File: config.mk
export PLATFORM = sky130hd
export DESIGN_NAME = phy_strap_config_status
export DESIGN_NICKNAME = d
export VERILOG_FILES = /design/src/phy_strap_pkg.sv /design/src/phy_strap_config_status.sv
export VERILOG_INCLUDE_DIRS = /design/src
export SDC_FILE = /design/constraint.sdc
export NUM_CORES = 1
export LEC_CHECK = 0
export BUFFER_PORTS_ARGS = -buffer_cell sky130_fd_sc_hd__buf_4
export CAP_MARGIN = 20
export CELL_PAD_IN_SITES_DETAIL_PLACEMENT = 2
export CELL_PAD_IN_SITES_GLOBAL_PLACEMENT = 2
export CORE_ASPECT_RATIO = 1.1
export CORE_MARGIN = 2
export CORE_UTILIZATION = 31
export CTS_CLUSTER_DIAMETER = 40
export DETAILED_ROUTE_END_ITERATION = 8
export PLACE_DENSITY = 0.85
export SETUP_SLACK_MARGIN = 0.1
export SYNTH_ARGS = -nofsm -noshare
export SYNTH_HDL_FRONTEND = slang
export SYNTH_SLANG_ARGS = --single-unit
File: constraint.sdc
create_clock -name clock_in -period 3.6 [get_ports clock_in]
set_clock_uncertainty 0.1 [all_clocks]
set_input_delay 0.54 -clock clock_in [delete_from_list [all_inputs] [get_ports clock_in]]
set_output_delay 0.54 -clock clock_in [all_outputs]
set_load 0.01 [all_outputs]
File: src/phy_strap_params.svh
// Constants for the strap, indicator and status pin logic.
// Assumes inclusion once per compile unit through its guard.
`ifndef PHY_STRAP_PARAMS_SVH
`define PHY_STRAP_PARAMS_SVH

// ****************************************
// Register map
// ****************************************
`define REG_CONTROL_OFS 5'h00
`define REG_STATUS_OFS 5'h01
`define REG_SUMMARY_OFS 5'h11
`define REG_IRQ_STATUS_OFS 5'h1a
`define REG_IRQ_MASK_OFS 5'h1b

// ****************************************
// Field positions
// ****************************************
`define CTRL_RATE_BIT 13
`define CTRL_ISOLATE_BIT 10
`define CTRL_SOFT_RESET_BIT 15
`define CTRL_RESET_VAL 16'h0000
`define IRQ_MASK_RESET_VAL 16'h0000
`define STATUS_CAPS_VAL 16'h7809
`define IRQ_LINK_CHANGE_BIT 0
`define IRQ_LOCK_CHANGE_BIT 1
`define IRQ_WIDTH 2
`define ADDR_ZERO 5'h00

`endif

File: src/phy_strap_pkg.sv
// Types shared by the strap, indicator and status pin logic.
// Assumes the params header supplies all numeric constants.
package phy_strap_pkg;

  typedef enum logic [1:0] {
    mac_if_mii_10 = 2'b00,
    mac_if_mii_100 = 2'b01,
    mac_if_symbol_100 = 2'b10,
    mac_if_serial_10 = 2'b11
  } mac_if_e;

  typedef enum logic [1:0] {
    st_reset = 2'b00,
    st_run = 2'b01
  } strap_state_e;

  typedef struct packed {
    logic rx_clk;
    logic [3:0] rx_data;
    logic rx_valid;
    logic rx_error;
  } rx_group_s;

  typedef struct packed {
    logic activity;
    logic collision;
    logic link_ok;
    logic tx_data;
    logic rx_data;
  } led_s;

  typedef struct packed {
    logic speed_100;
    logic full_duplex;
    logic autoneg;
    logic repeater;
    mac_if_e mac_if;
  } mode_s;

endpackage : phy_strap_pkg

File: src/phy_strap_config_status.sv
// Configuration straps, receive isolation, indicator pins and status registers.
// Assumes all inputs are synchronous to clock_in, and that the MII datapath,
// management framing and auto-negotiation live elsewhere.
//
// Our own choices: strobed register access and the address map.
`timescale 1ns/10ps
`include "phy_strap_params.svh"

module phy_strap_config_status (
  input wire logic clock_in,
  input wire logic reset_in,
  input wire logic enable_in,
  input wire logic hardware_reset_low_pin_in,
  input wire logic hardware_software_select_pin_in,
  input wire logic speed_select_pin_in,
  input wire logic duplex_select_pin_in,
  input wire logic autoneg_select_pin_in,
  input wire logic node_repeater_pin_in,
  input wire logic mii_serial_select_pin_in,
  input wire logic rx_float_pin_in,
  input wire phy_strap_pkg::rx_group_s rx_group_in,
  input wire logic [4:0] strap_pins_in,
  input wire phy_strap_pkg::led_s led_events_in,
  input wire logic link_up_in,
  input wire logic lock_in,
  input wire logic an_complete_in,
  input wire logic [4:0] reg_addr_in,
  input wire logic [15:0] reg_wdata_in,
  input wire logic reg_write_in,
  input wire logic reg_read_in,
  output logic [15:0] reg_rdata_out,
  output phy_strap_pkg::rx_group_s rx_group_out,
  output logic rx_group_oe_out,
  output logic tx_path_oe_out,
  output logic [4:0] strap_pins_out,
  output logic [4:0] strap_pins_oe_out,
  output logic speed_select_pin_out,
  output logic speed_select_pin_oe_out,
  output logic link_state_out,
  output logic lock_out,
  output phy_strap_pkg::mode_s mode_out,
  output logic [4:0] phy_addr_out,
  output logic soft_reset_out,
  output logic irq_out
);
  import phy_strap_pkg::*;

  // ****************************************
  // State
  // ****************************************
  strap_state_e state_ff;
  strap_state_e nxt_state;
  logic [4:0] addr_ff;
  logic [15:0] ctrl_ff;
  logic [15:0] nxt_ctrl;
  logic [`IRQ_WIDTH-1:0] irq_stat_ff;
  logic [`IRQ_WIDTH-1:0] nxt_irq_stat;
  logic [`IRQ_WIDTH-1:0] irq_mask_ff;
  logic link_prev_ff;
  logic lock_prev_ff;
  logic hw_reset_active;

  // Either reset holds the straps as inputs; soft reset does not
  assign hw_reset_active = reset_in | ~hardware_reset_low_pin_in;

  // ****************************************
  // Strap sampling
  // ****************************************
  always_comb begin
    case (state_ff)
      st_reset: nxt_state = hw_reset_active ? st_reset : st_run;
      st_run: nxt_state = hw_reset_active ? st_reset : st_run;
      default: nxt_state = st_reset;
    endcase
  end

  always_ff @(posedge clock_in) begin
    if (reset_in) begin
      state_ff <= st_reset;
      addr_ff <= `ADDR_ZERO;
    end else if (enable_in) begin
      state_ff <= nxt_state;
      // Pins stay inputs through the exit cycle, so the exit level is the strap
      if (state_ff == st_reset) begin
        addr_ff <= strap_pins_in;
      end
    end
  end

  wire running = (state_ff == st_run) && !hw_reset_active;

  // ****************************************
  // Register bus decode
  // ****************************************
  wire hw_mode = hardware_software_select_pin_in;
  wire wr_ctrl = reg_write_in && reg_addr_in == `REG_CONTROL_OFS;
  wire wr_irq_stat = reg_write_in && reg_addr_in == `REG_IRQ_STATUS_OFS;
  wire wr_irq_mask = reg_write_in && reg_addr_in == `REG_IRQ_MASK_OFS;
  wire rate_bit = ctrl_ff[`CTRL_RATE_BIT];
  wire isolate_bit = ctrl_ff[`CTRL_ISOLATE_BIT];

  // Soft reset bit self-clears so it never alters strap direction
  always_comb begin
    nxt_ctrl = ctrl_ff;
    nxt_ctrl[`CTRL_SOFT_RESET_BIT] = 1'b0;
    if (wr_ctrl) begin
      nxt_ctrl = reg_wdata_in;
    end
  end

  wire link_edge = link_up_in ^ link_prev_ff;
  wire lock_edge = lock_in ^ lock_prev_ff;
  wire [`IRQ_WIDTH-1:0] irq_set = {lock_edge, link_edge};
  wire [`IRQ_WIDTH-1:0] irq_clr = wr_irq_stat ? reg_wdata_in[`IRQ_WIDTH-1:0] : '0;

  // Set beats clear in the same cycle so no event is lost
  assign nxt_irq_stat = (irq_stat_ff & ~irq_clr) | irq_set;

  wire [15:0] summary_word = {8'h00, 1'b0, an_complete_in, lock_in,
    link_up_in, mode_out.speed_100, mode_out.full_duplex, 2'b00};
  wire [15:0] status_word = `STATUS_CAPS_VAL
    | {10'h000, an_complete_in, 2'b00, link_up_in, 2'b00};

  logic [15:0] rdata_sel;
  always_comb begin
    case (reg_addr_in)
      `REG_CONTROL_OFS: rdata_sel = ctrl_ff;
      `REG_STATUS_OFS: rdata_sel = status_word;
      `REG_SUMMARY_OFS: rdata_sel = summary_word;
      `REG_IRQ_STATUS_OFS: rdata_sel = {14'h0, irq_stat_ff};
      `REG_IRQ_MASK_OFS: rdata_sel = {14'h0, irq_mask_ff};
      default: rdata_sel = 16'h0000;
    endcase
  end

  always_ff @(posedge clock_in) begin
    if (reset_in) begin
      ctrl_ff <= `CTRL_RESET_VAL;
      irq_stat_ff <= '0;
      irq_mask_ff <= '0;
      link_prev_ff <= 1'b0;
      lock_prev_ff <= 1'b0;
      reg_rdata_out <= 16'h0000;
      irq_out <= 1'b0;
      soft_reset_out <= 1'b0;
    end else if (enable_in) begin
      ctrl_ff <= nxt_ctrl;
      irq_stat_ff <= nxt_irq_stat;
      if (wr_irq_mask) begin
        irq_mask_ff <= reg_wdata_in[`IRQ_WIDTH-1:0];
      end
      link_prev_ff <= link_up_in;
      lock_prev_ff <= lock_in;
      reg_rdata_out <= reg_read_in ? rdata_sel : 16'h0000;
      irq_out <= |(nxt_irq_stat & irq_mask_ff);
      soft_reset_out <= nxt_ctrl[`CTRL_SOFT_RESET_BIT];
    end
  end

  // ****************************************
  // Mode selection and MII output gating
  // ****************************************
  // Hardware mode: straps alone; software mode: control register rate
  wire speed_sel = hw_mode ? speed_select_pin_in : rate_bit;
  wire [1:0] if_code = {mii_serial_select_pin_in, speed_sel};
  wire addr_zero = addr_ff == `ADDR_ZERO;
  // Float pin gates receive group regardless of interface code
  wire rx_float = rx_float_pin_in | isolate_bit | addr_zero;
  wire tx_float = isolate_bit | addr_zero;

  always_ff @(posedge clock_in) begin
    if (reset_in) begin
      mode_out <= '0;
      rx_group_out <= '0;
      rx_group_oe_out <= 1'b0;
      tx_path_oe_out <= 1'b0;
      phy_addr_out <= `ADDR_ZERO;
      link_state_out <= 1'b0;
      lock_out <= 1'b0;
      speed_select_pin_out <= 1'b0;
      speed_select_pin_oe_out <= 1'b0;
      strap_pins_out <= '0;
      strap_pins_oe_out <= '0;
    end else if (enable_in) begin
      mode_out.speed_100 <= speed_sel;
      mode_out.full_duplex <= duplex_select_pin_in;
      mode_out.autoneg <= autoneg_select_pin_in;
      mode_out.repeater <= node_repeater_pin_in;
      mode_out.mac_if <= mac_if_e'(if_code);
      // Receive clock passes through at whatever MII rate the datapath runs
      rx_group_out <= rx_float ? '0 : rx_group_in;
      rx_group_oe_out <= !rx_float;
      tx_path_oe_out <= !tx_float;
      phy_addr_out <= addr_ff;
      link_state_out <= link_up_in;
      lock_out <= lock_in;
      speed_select_pin_out <= rate_bit;
      speed_select_pin_oe_out <= !hw_mode;
      // Order: activity, collision, link, tx, rx on bits 0..4
      strap_pins_oe_out <= running ? 5'h1f : 5'h00;
      for (int i = 0; i < 5; i++) begin
        // Idle level equals strap so indicator stays dark
        strap_pins_out[i] <= running ? (addr_ff[i] ^ led_events_in[4-i])
                                     : addr_ff[i];
      end
    end
  end

  // ****************************************
  // Assertions
  // ****************************************
  a_rx_float_pin: assert property (@(posedge clock_in) disable iff (reset_in)
    enable_in && rx_float_pin_in |=> !rx_group_oe_out)
    else $error("Receive group driven while float pin high");
  a_isolate_tx: assert property (@(posedge clock_in) disable iff (reset_in)
    enable_in && isolate_bit |=> !tx_path_oe_out && !rx_group_oe_out)
    else $error("Isolate left a path driven");
  a_strap_dir: assert property (@(posedge clock_in) disable iff (reset_in)
    enable_in && hw_reset_active |=> strap_pins_oe_out == 5'h00)
    else $error("Strap pins driven during reset");
  a_soft_keep: assert property (@(posedge clock_in) disable iff (reset_in)
    enable_in && running && !hw_reset_active && $stable(running)
    |=> $stable(addr_ff))
    else $error("Address changed outside hardware reset");
  a_led_invert: assert property (@(posedge clock_in) disable iff (reset_in)
    enable_in && running && led_events_in[4] |=> strap_pins_out[0] == !addr_ff[0])
    else $error("Activity indicator not inverted");
  a_addr_zero: assert property (@(posedge clock_in) disable iff (reset_in)
    enable_in && addr_zero |=> !rx_group_oe_out && !tx_path_oe_out)
    else $error("Address zero left MII driven");
  a_link_lock: assert property (@(posedge clock_in) disable iff (reset_in)
    enable_in |=> link_state_out == $past(link_up_in) && lock_out == $past(lock_in))
    else $error("Link or lock output wrong");
  a_led_dark: assert property (@(posedge clock_in) disable iff (reset_in)
    enable_in && !running |=> strap_pins_out == $past(addr_ff))
    else $error("Indicator lit before sampling");
  a_speed_pin: assert property (@(posedge clock_in) disable iff (reset_in)
    enable_in && !hw_mode |=> speed_select_pin_oe_out && speed_select_pin_out == $past(rate_bit))
    else $error("Speed pin not showing rate bit");
  c_float: cover property (@(posedge clock_in) rx_float_pin_in ##1 !rx_group_oe_out);
  c_sample: cover property (@(posedge clock_in) state_ff == st_reset ##1 state_ff == st_run);
  c_irq: cover property (@(posedge clock_in) irq_out);

endmodule : phy_strap_config_status

# Yosys cells after proc, flatten, opt, wreduce, memory -nomap -nowiden
# Cells that the tools add are included.
[word_totals] reg_bits=78 inputBits=54 output_inout_bits=52 word_cells=77
[classes] eq_ne=5 muxes=14 bitwise=16 reduce_logical=16
[op_table] op="$pmux W16 S5" count=1
[op_table] op="$mux W16" count=2
[op_table] op="$eq A5 B5 Y1 const B" count=3
[op_table] op="$logic_not A5 Y1" count=2
[op_table] op="$mux W1" count=8
[op_table] op="$mux W7" count=1
[op_table] op="$xor A1 B1 Y1" count=7
[op_table] op="$reduce_and A2 Y1" count=3
[op_table] op="$eq A5 B1 Y1 const B" count=1
[op_table] op="$mux W5" count=1
[op_table] op="$and A2 B2 Y2" count=2
[op_table] op="$logic_and A1 B1 Y1" count=4
[op_table] op="$logic_not A1 Y1" count=4
[op_table] op="$or A1 B1 Y1" count=4
[op_table] op="$reduce_or A2 Y1" count=2
[op_table] op="$eq A2 B1 Y1 const B" count=1
[op_table] op="$logic_not A2 Y1" count=1
[op_table] op="$mux W2" count=1
[op_table] op="$not A2 Y2" count=1
[op_table] op="$or A2 B2 Y2" count=1
[op_table] op="$not A1 Y1" count=1

# Depth between registers and ports, before layout
[logic_depth] ltp_word=8 depth_mapped=7 depth_no_buf=4

# Worst setup path after synthesis
# No wires, ideal clock.
[synth_path] kind="input to register" startpoint="in reg_addr_in[4]" endpoint="reg ctrl_ff[13]" setup_ps=128 arrival_ps=1467 t_required_ps=3372 setup_slack_ps=1905 stages=7 n_path_buf=3 cell_sequence="buf_6 -> nor3_4 -> nand4b_1 -> buf_6 -> buf_12 -> mux2i_1 -> nor2_1"
[synth_between] elab_chain_cells=3
[synth_lines] element="from (decl)" line_no="phy_strap_config_status.sv:27" rtl="input wire logic [4:0] reg_addr_in,"
[synth_lines] element="$logic_not A5 Y1"
[synth_lines] element="$logic_and A1 B1 Y1 (no line)"
[synth_lines] element="$reduce_and A2 Y1 (no line)"
[synth_lines] element="to (signal assigned)" line_no="phy_strap_config_status.sv:138" rtl="ctrl_ff <= `CTRL_RESET_VAL;"
[synth_lines] element="to (signal assigned)" line_no="phy_strap_config_status.sv:147" rtl="ctrl_ff <= nxt_ctrl;"
[synth_lines] element="to (decl)" line_no="phy_strap_config_status.sv:54" rtl="logic [15:0] ctrl_ff;"
# Every way passes these cells.
# A chain may end at the register's enable or synchronous reset.

# Final worst setup path
[layout_path] startpoint="in enable_in" endpoint="reg addr_ff[4]"
[layout_between] elab_chain_cells=1
[layout_lines] element="from (decl)" line_no="phy_strap_config_status.sv:12" rtl="input wire logic enable_in,"
[layout_lines] element="$reduce_and A2 Y1 (no line)"
[layout_lines] element="to (signal assigned)" line_no="phy_strap_config_status.sv:80" rtl="addr_ff <= `ADDR_ZERO;"
[layout_lines] element="to (signal assigned)" line_no="phy_strap_config_status.sv:85" rtl="addr_ff <= strap_pins_in;"
[layout_lines] element="to (decl)" line_no="phy_strap_config_status.sv:53" rtl="logic [4:0] addr_ff;"
# Every way passes these cells.

==> results.md <==
Finish:
- Of the cells placed in the final design, the portion with a size suffix greater than 1 is 0.304.
- The area added between synthesis and finish is 33.8%.
- The antenna diode instance count is 0.
- The final standard cell area without fillers is 0.00395 mm2.
- Leaving out fill and tap cells, the most frequent cells in the layout are 106 x sky130_fd_sc_hd__buf_4, 72 x sky130_fd_sc_hd__dfxtp_1, 60 x sky130_fd_sc_hd__nor2_1.
- The net count of the finished layout is 465.
- The leading cell type in the layout, fill and taps excluded is sky130_fd_sc_hd__buf_4.

Power and ir drop:
- The switching component of the power is 0.000412 W.
- Of the total power, combinational logic draws 0.114.
- Of the total power, the clock network draws 0.391.
- The sequential share of power is 0.495.
- The switching part of the total is 0.242.
- The leakage power of the design is 1.85 nW.
- The worst IR drop on VDD is 180 uV.
- Cell internal power was estimated by the tool at 0.00129 W.
- Power spread over the standard cell area amounts to 431 mW/mm2.

Logic synthesis:
- The mean instance size in the synthesized netlist is 9.25 um2.
- The number of flip-flops and latches in the synthesized netlist is 72.
- The primary flip-flop cell chosen by synthesis mapping is sky130_fd_sc_hd__dfxtp_1.
- The share of the synthesized area in the top cell type is 0.489.
- The net count of the mapped netlist is 373.
- The instance count of the mapped netlist is 319.
- The share of the Yosys chip area taken by registers is 0.489.
- In the post-synthesis netlist, the biggest area contributors are sky130_fd_sc_hd__dfxtp_1 49%, sky130_fd_sc_hd__mux2i_1 13%, sky130_fd_sc_hd__nor2_1 7.6%.
- The number of different library cells in the post-synthesis netlist is 36.
- The Yosys step of the flow raised 0 warnings.
- The synthesized design spends more area on one cell type than any other, namely sky130_fd_sc_hd__dfxtp_1.
- Summing every instance area after synthesis gives 0.00295 mm2.
- The fraction of synthesis flops using an asynchronous set or reset pin is 0.
- The number of synthesized flops with an enable pin is 0.

GRT:
- Global routing finished with a remaining overflow of 0.
- The global-route wire length before repair is 15,300 um.
- The via count of the first global-routing pass came to 2,860.
- The initial antenna violation count is 0.
- The pin count of the biggest net entering global routing is 69.
- For this run, the total global-route usage over all layers was measured as 0.187.

Placement:
- The post-placement cell area is 0.00374 mm2.
- The routability congestion estimate from global placement is 0.781.
- During placement, the flow inserted port buffers numbering 105.
- Detailed placement ended at an HPWL of 6800 um.

Drt:
- Before antenna repair, the detailed router went through 4 iterations.
- The post-detailed-route DRC marker count is 0.
- The highest metal layer used by the detailed router is met4.
- The number of DRC markers in iteration 0 is 106.
- The detailed router placed 2,663 vias in this run.
- After detailed routing, the total wire length is 9550 um.
- The routed wirelength normalized by instance count is 17.9 um.
- The met2 wire length is 5090 um.
- The antenna violation net count after detailed routing is 0.
- The routed length on met3 is 378 um.
- The routed length on met1 is 3990 um.
- Using the TritonRoute via totals, the vias-per-cell ratio works out to 5.01.

STA:
- Setup violations remaining at the end of the flow were counted as 0.
- Setup repair after global routing left no endpoint under its margin.
- The count of final max-slew check failures is 0.
- The maximum frequency from static timing analysis is 533 MHz.
- The final count of hold timing violations is 0.
- The final critical-path share of the clock period is 0.521.
- At the pin with the least slew margin, the transition time is 0.846 ns.
- The total negative setup slack is 0 ns.
- The worst slew slack as a fraction of its limit is 0.436.
- The post-route minimum period is 1.88 ns.

Clock tree:
- The number of buffers inserted by post-CTS setup repair is 0.
- Counting the buffers created by CTS gives 9.
- The number of clock sinks is 72.
- In this run, post-CTS repair resized a total of 0 instances.
- The buffer depth of the longest clock path is 2.
- In this run, post-CTS hold repair placed 0 buffers.
- The later pin in the worst-skew pair is clocked with a latency of 0.34 ns.
- The TritonCTS clock tree is built.
- The clock-pin slew on the worst setup and hold paths is 0.07 ns.
- In this run the number of H-tree levels came out at 3.
- The tree is rooted in a sky130_fd_sc_hd__clkbuf_8.

Critical path:
- Data on the critical path arrives at its endpoint at 1.97 ns.
- STA puts the critical path data required time at 3.70 ns.
- Of all nets on the critical path, the largest fanout is 36.
- The sort of element at the end of the critical path is a flip-flop.
- The worst setup path is launched from an input port.
- The worst setup path category is in -> reg.

Floorplan:
- The core region area is 0.00931 mm2.
- The count of boundary I/O pins is 106.
- The die outline height is 106 um.
- The horizontal die dimension is 97.0 um.
- The floorplan has 37 rows.
- The starting density of the core is 0.317.
- The full die area is 0.0103 mm2.

Hold path:
- The min-delay analysis places its worst path in the category in -> reg.

Run status:
- The flow ran to the end, and the final reports show no timing, DRC or antenna violations.

Run:
- Max-cap violations in this run came to 0.
-- metal layers --
metal / up-vias / global-route usage
li1: 1273 / -
met1: 1320 / 0.219
met2: 62 / 0.346
met3: 8 / 0.0375
met4: 0 / 0.0533
met5: - / 0
-- cells by family after synthesis --
family,synth area share
buffers and inverters,0.0543
DFF,0.489
xor gates and xnor gates,0.0208
and+or+nand+nor,0.209
muxes,0.132
AOI/OAI and AO/OA,0.0950
-- Yosys cell counts, types with 4 or more instances --
library cell,count
sky130_fd_sc_hd__a22oi_1,7
sky130_fd_sc_hd__a21oi_1,6
sky130_fd_sc_hd__nand4b_1,13
sky130_fd_sc_hd__mux2i_1,39
sky130_fd_sc_hd__clkbuf_1,10
sky130_fd_sc_hd__nand2_1,39
sky130_fd_sc_hd__o21ai_0,16
sky130_fd_sc_hd__nor2_1,60
sky130_fd_sc_hd__dfxtp_1,72
sky130_fd_sc_hd__buf_2,4
sky130_fd_sc_hd__buf_4,6
sky130_fd_sc_hd__a211oi_1,8
sky130_fd_sc_hd__xor2_1,7
-- area by class of cell --
cell class                 instances  area, um2
clock buffer                      13        169
clock inverter                     2       37.5
fill                            1031       5360
inverter                           2       7.51
multi-input combinational        220       1350
sequential                        72       1440
tap                              117        146
timing repair buffer             106        796
-- critical path, stage by stage --
cell                      delay, ns
sky130_fd_sc_hd__buf_4         0.38
sky130_fd_sc_hd__inv_1         0.33
sky130_fd_sc_hd__nor2_2        0.39
sky130_fd_sc_hd__mux2i_1       0.25
sky130_fd_sc_hd__nor2_1        0.06
-- final timing paths --
| check | from | slack [ns] | depth (start not counted) | endpoint |
|---|---|---|---|---|
| setup / recovery | enable_in | 1.72 | 5 | addr_ff[4] |
| hold / removal | hardware_software_select_pin_in | 0.30 | 2 | speed_select_pin_oe_out |
| setup reg to reg | addr_ff[1] | 1.82 | 4 | tx_path_oe_out |
| hold reg to reg | rx_group_out[6] | 0.36 | 2 | rx_group_out[6] |
-- sequential cells by signal, summed over array words and instances (netlist names) --
name                     cells
state_ff                     1
irq_out                      1
link_state_out               1
tx_path_oe_out               1
speed_select_pin_oe_out      1
irq_mask_ff                  2
lock_out                     1
rx_group_oe_out              1
reg_rdata_out               16
addr_ff                      5
phy_addr_out                 5
strap_pins_oe_out            1
mode_out                     5
irq_stat_ff                  2
speed_select_pin_out         1
rx_group_out                 7
strap_pins_out               5
ctrl_ff                     16
-- per-stage QoR --
step	power [W]	hold slack [ns]	utilization	worst slack, ns	std cells
after global routing	0.00177	0.288	0.424	1.58	532
after detailed placement	0.00105	0.348	0.402	1.38	517
after CTS	0.00172	0.301	0.424	1.69	532
after floorplan	0.000949	0.358	-	1.91	319
final	0.00170	0.304	0.424	1.72	532
after global placement	0.00104	0.335	0.402	1.41	517
-- power by group through the flow --
stage | Sequential, W | Clock (W) | Combinational, W
floorplan | 0.000860 | 0 | 0.0000889
CTS | 0.000842 | 0.000681 | 0.000196
global placement | 0.000857 | 0 | 0.000186
detailed placement | 0.000859 | 0 | 0.000193
global route | 0.000845 | 0.000718 | 0.000212
finish | 0.000841 | 0.000664 | 0.000194
Note: power is estimated with default switching activity, not from simulation.
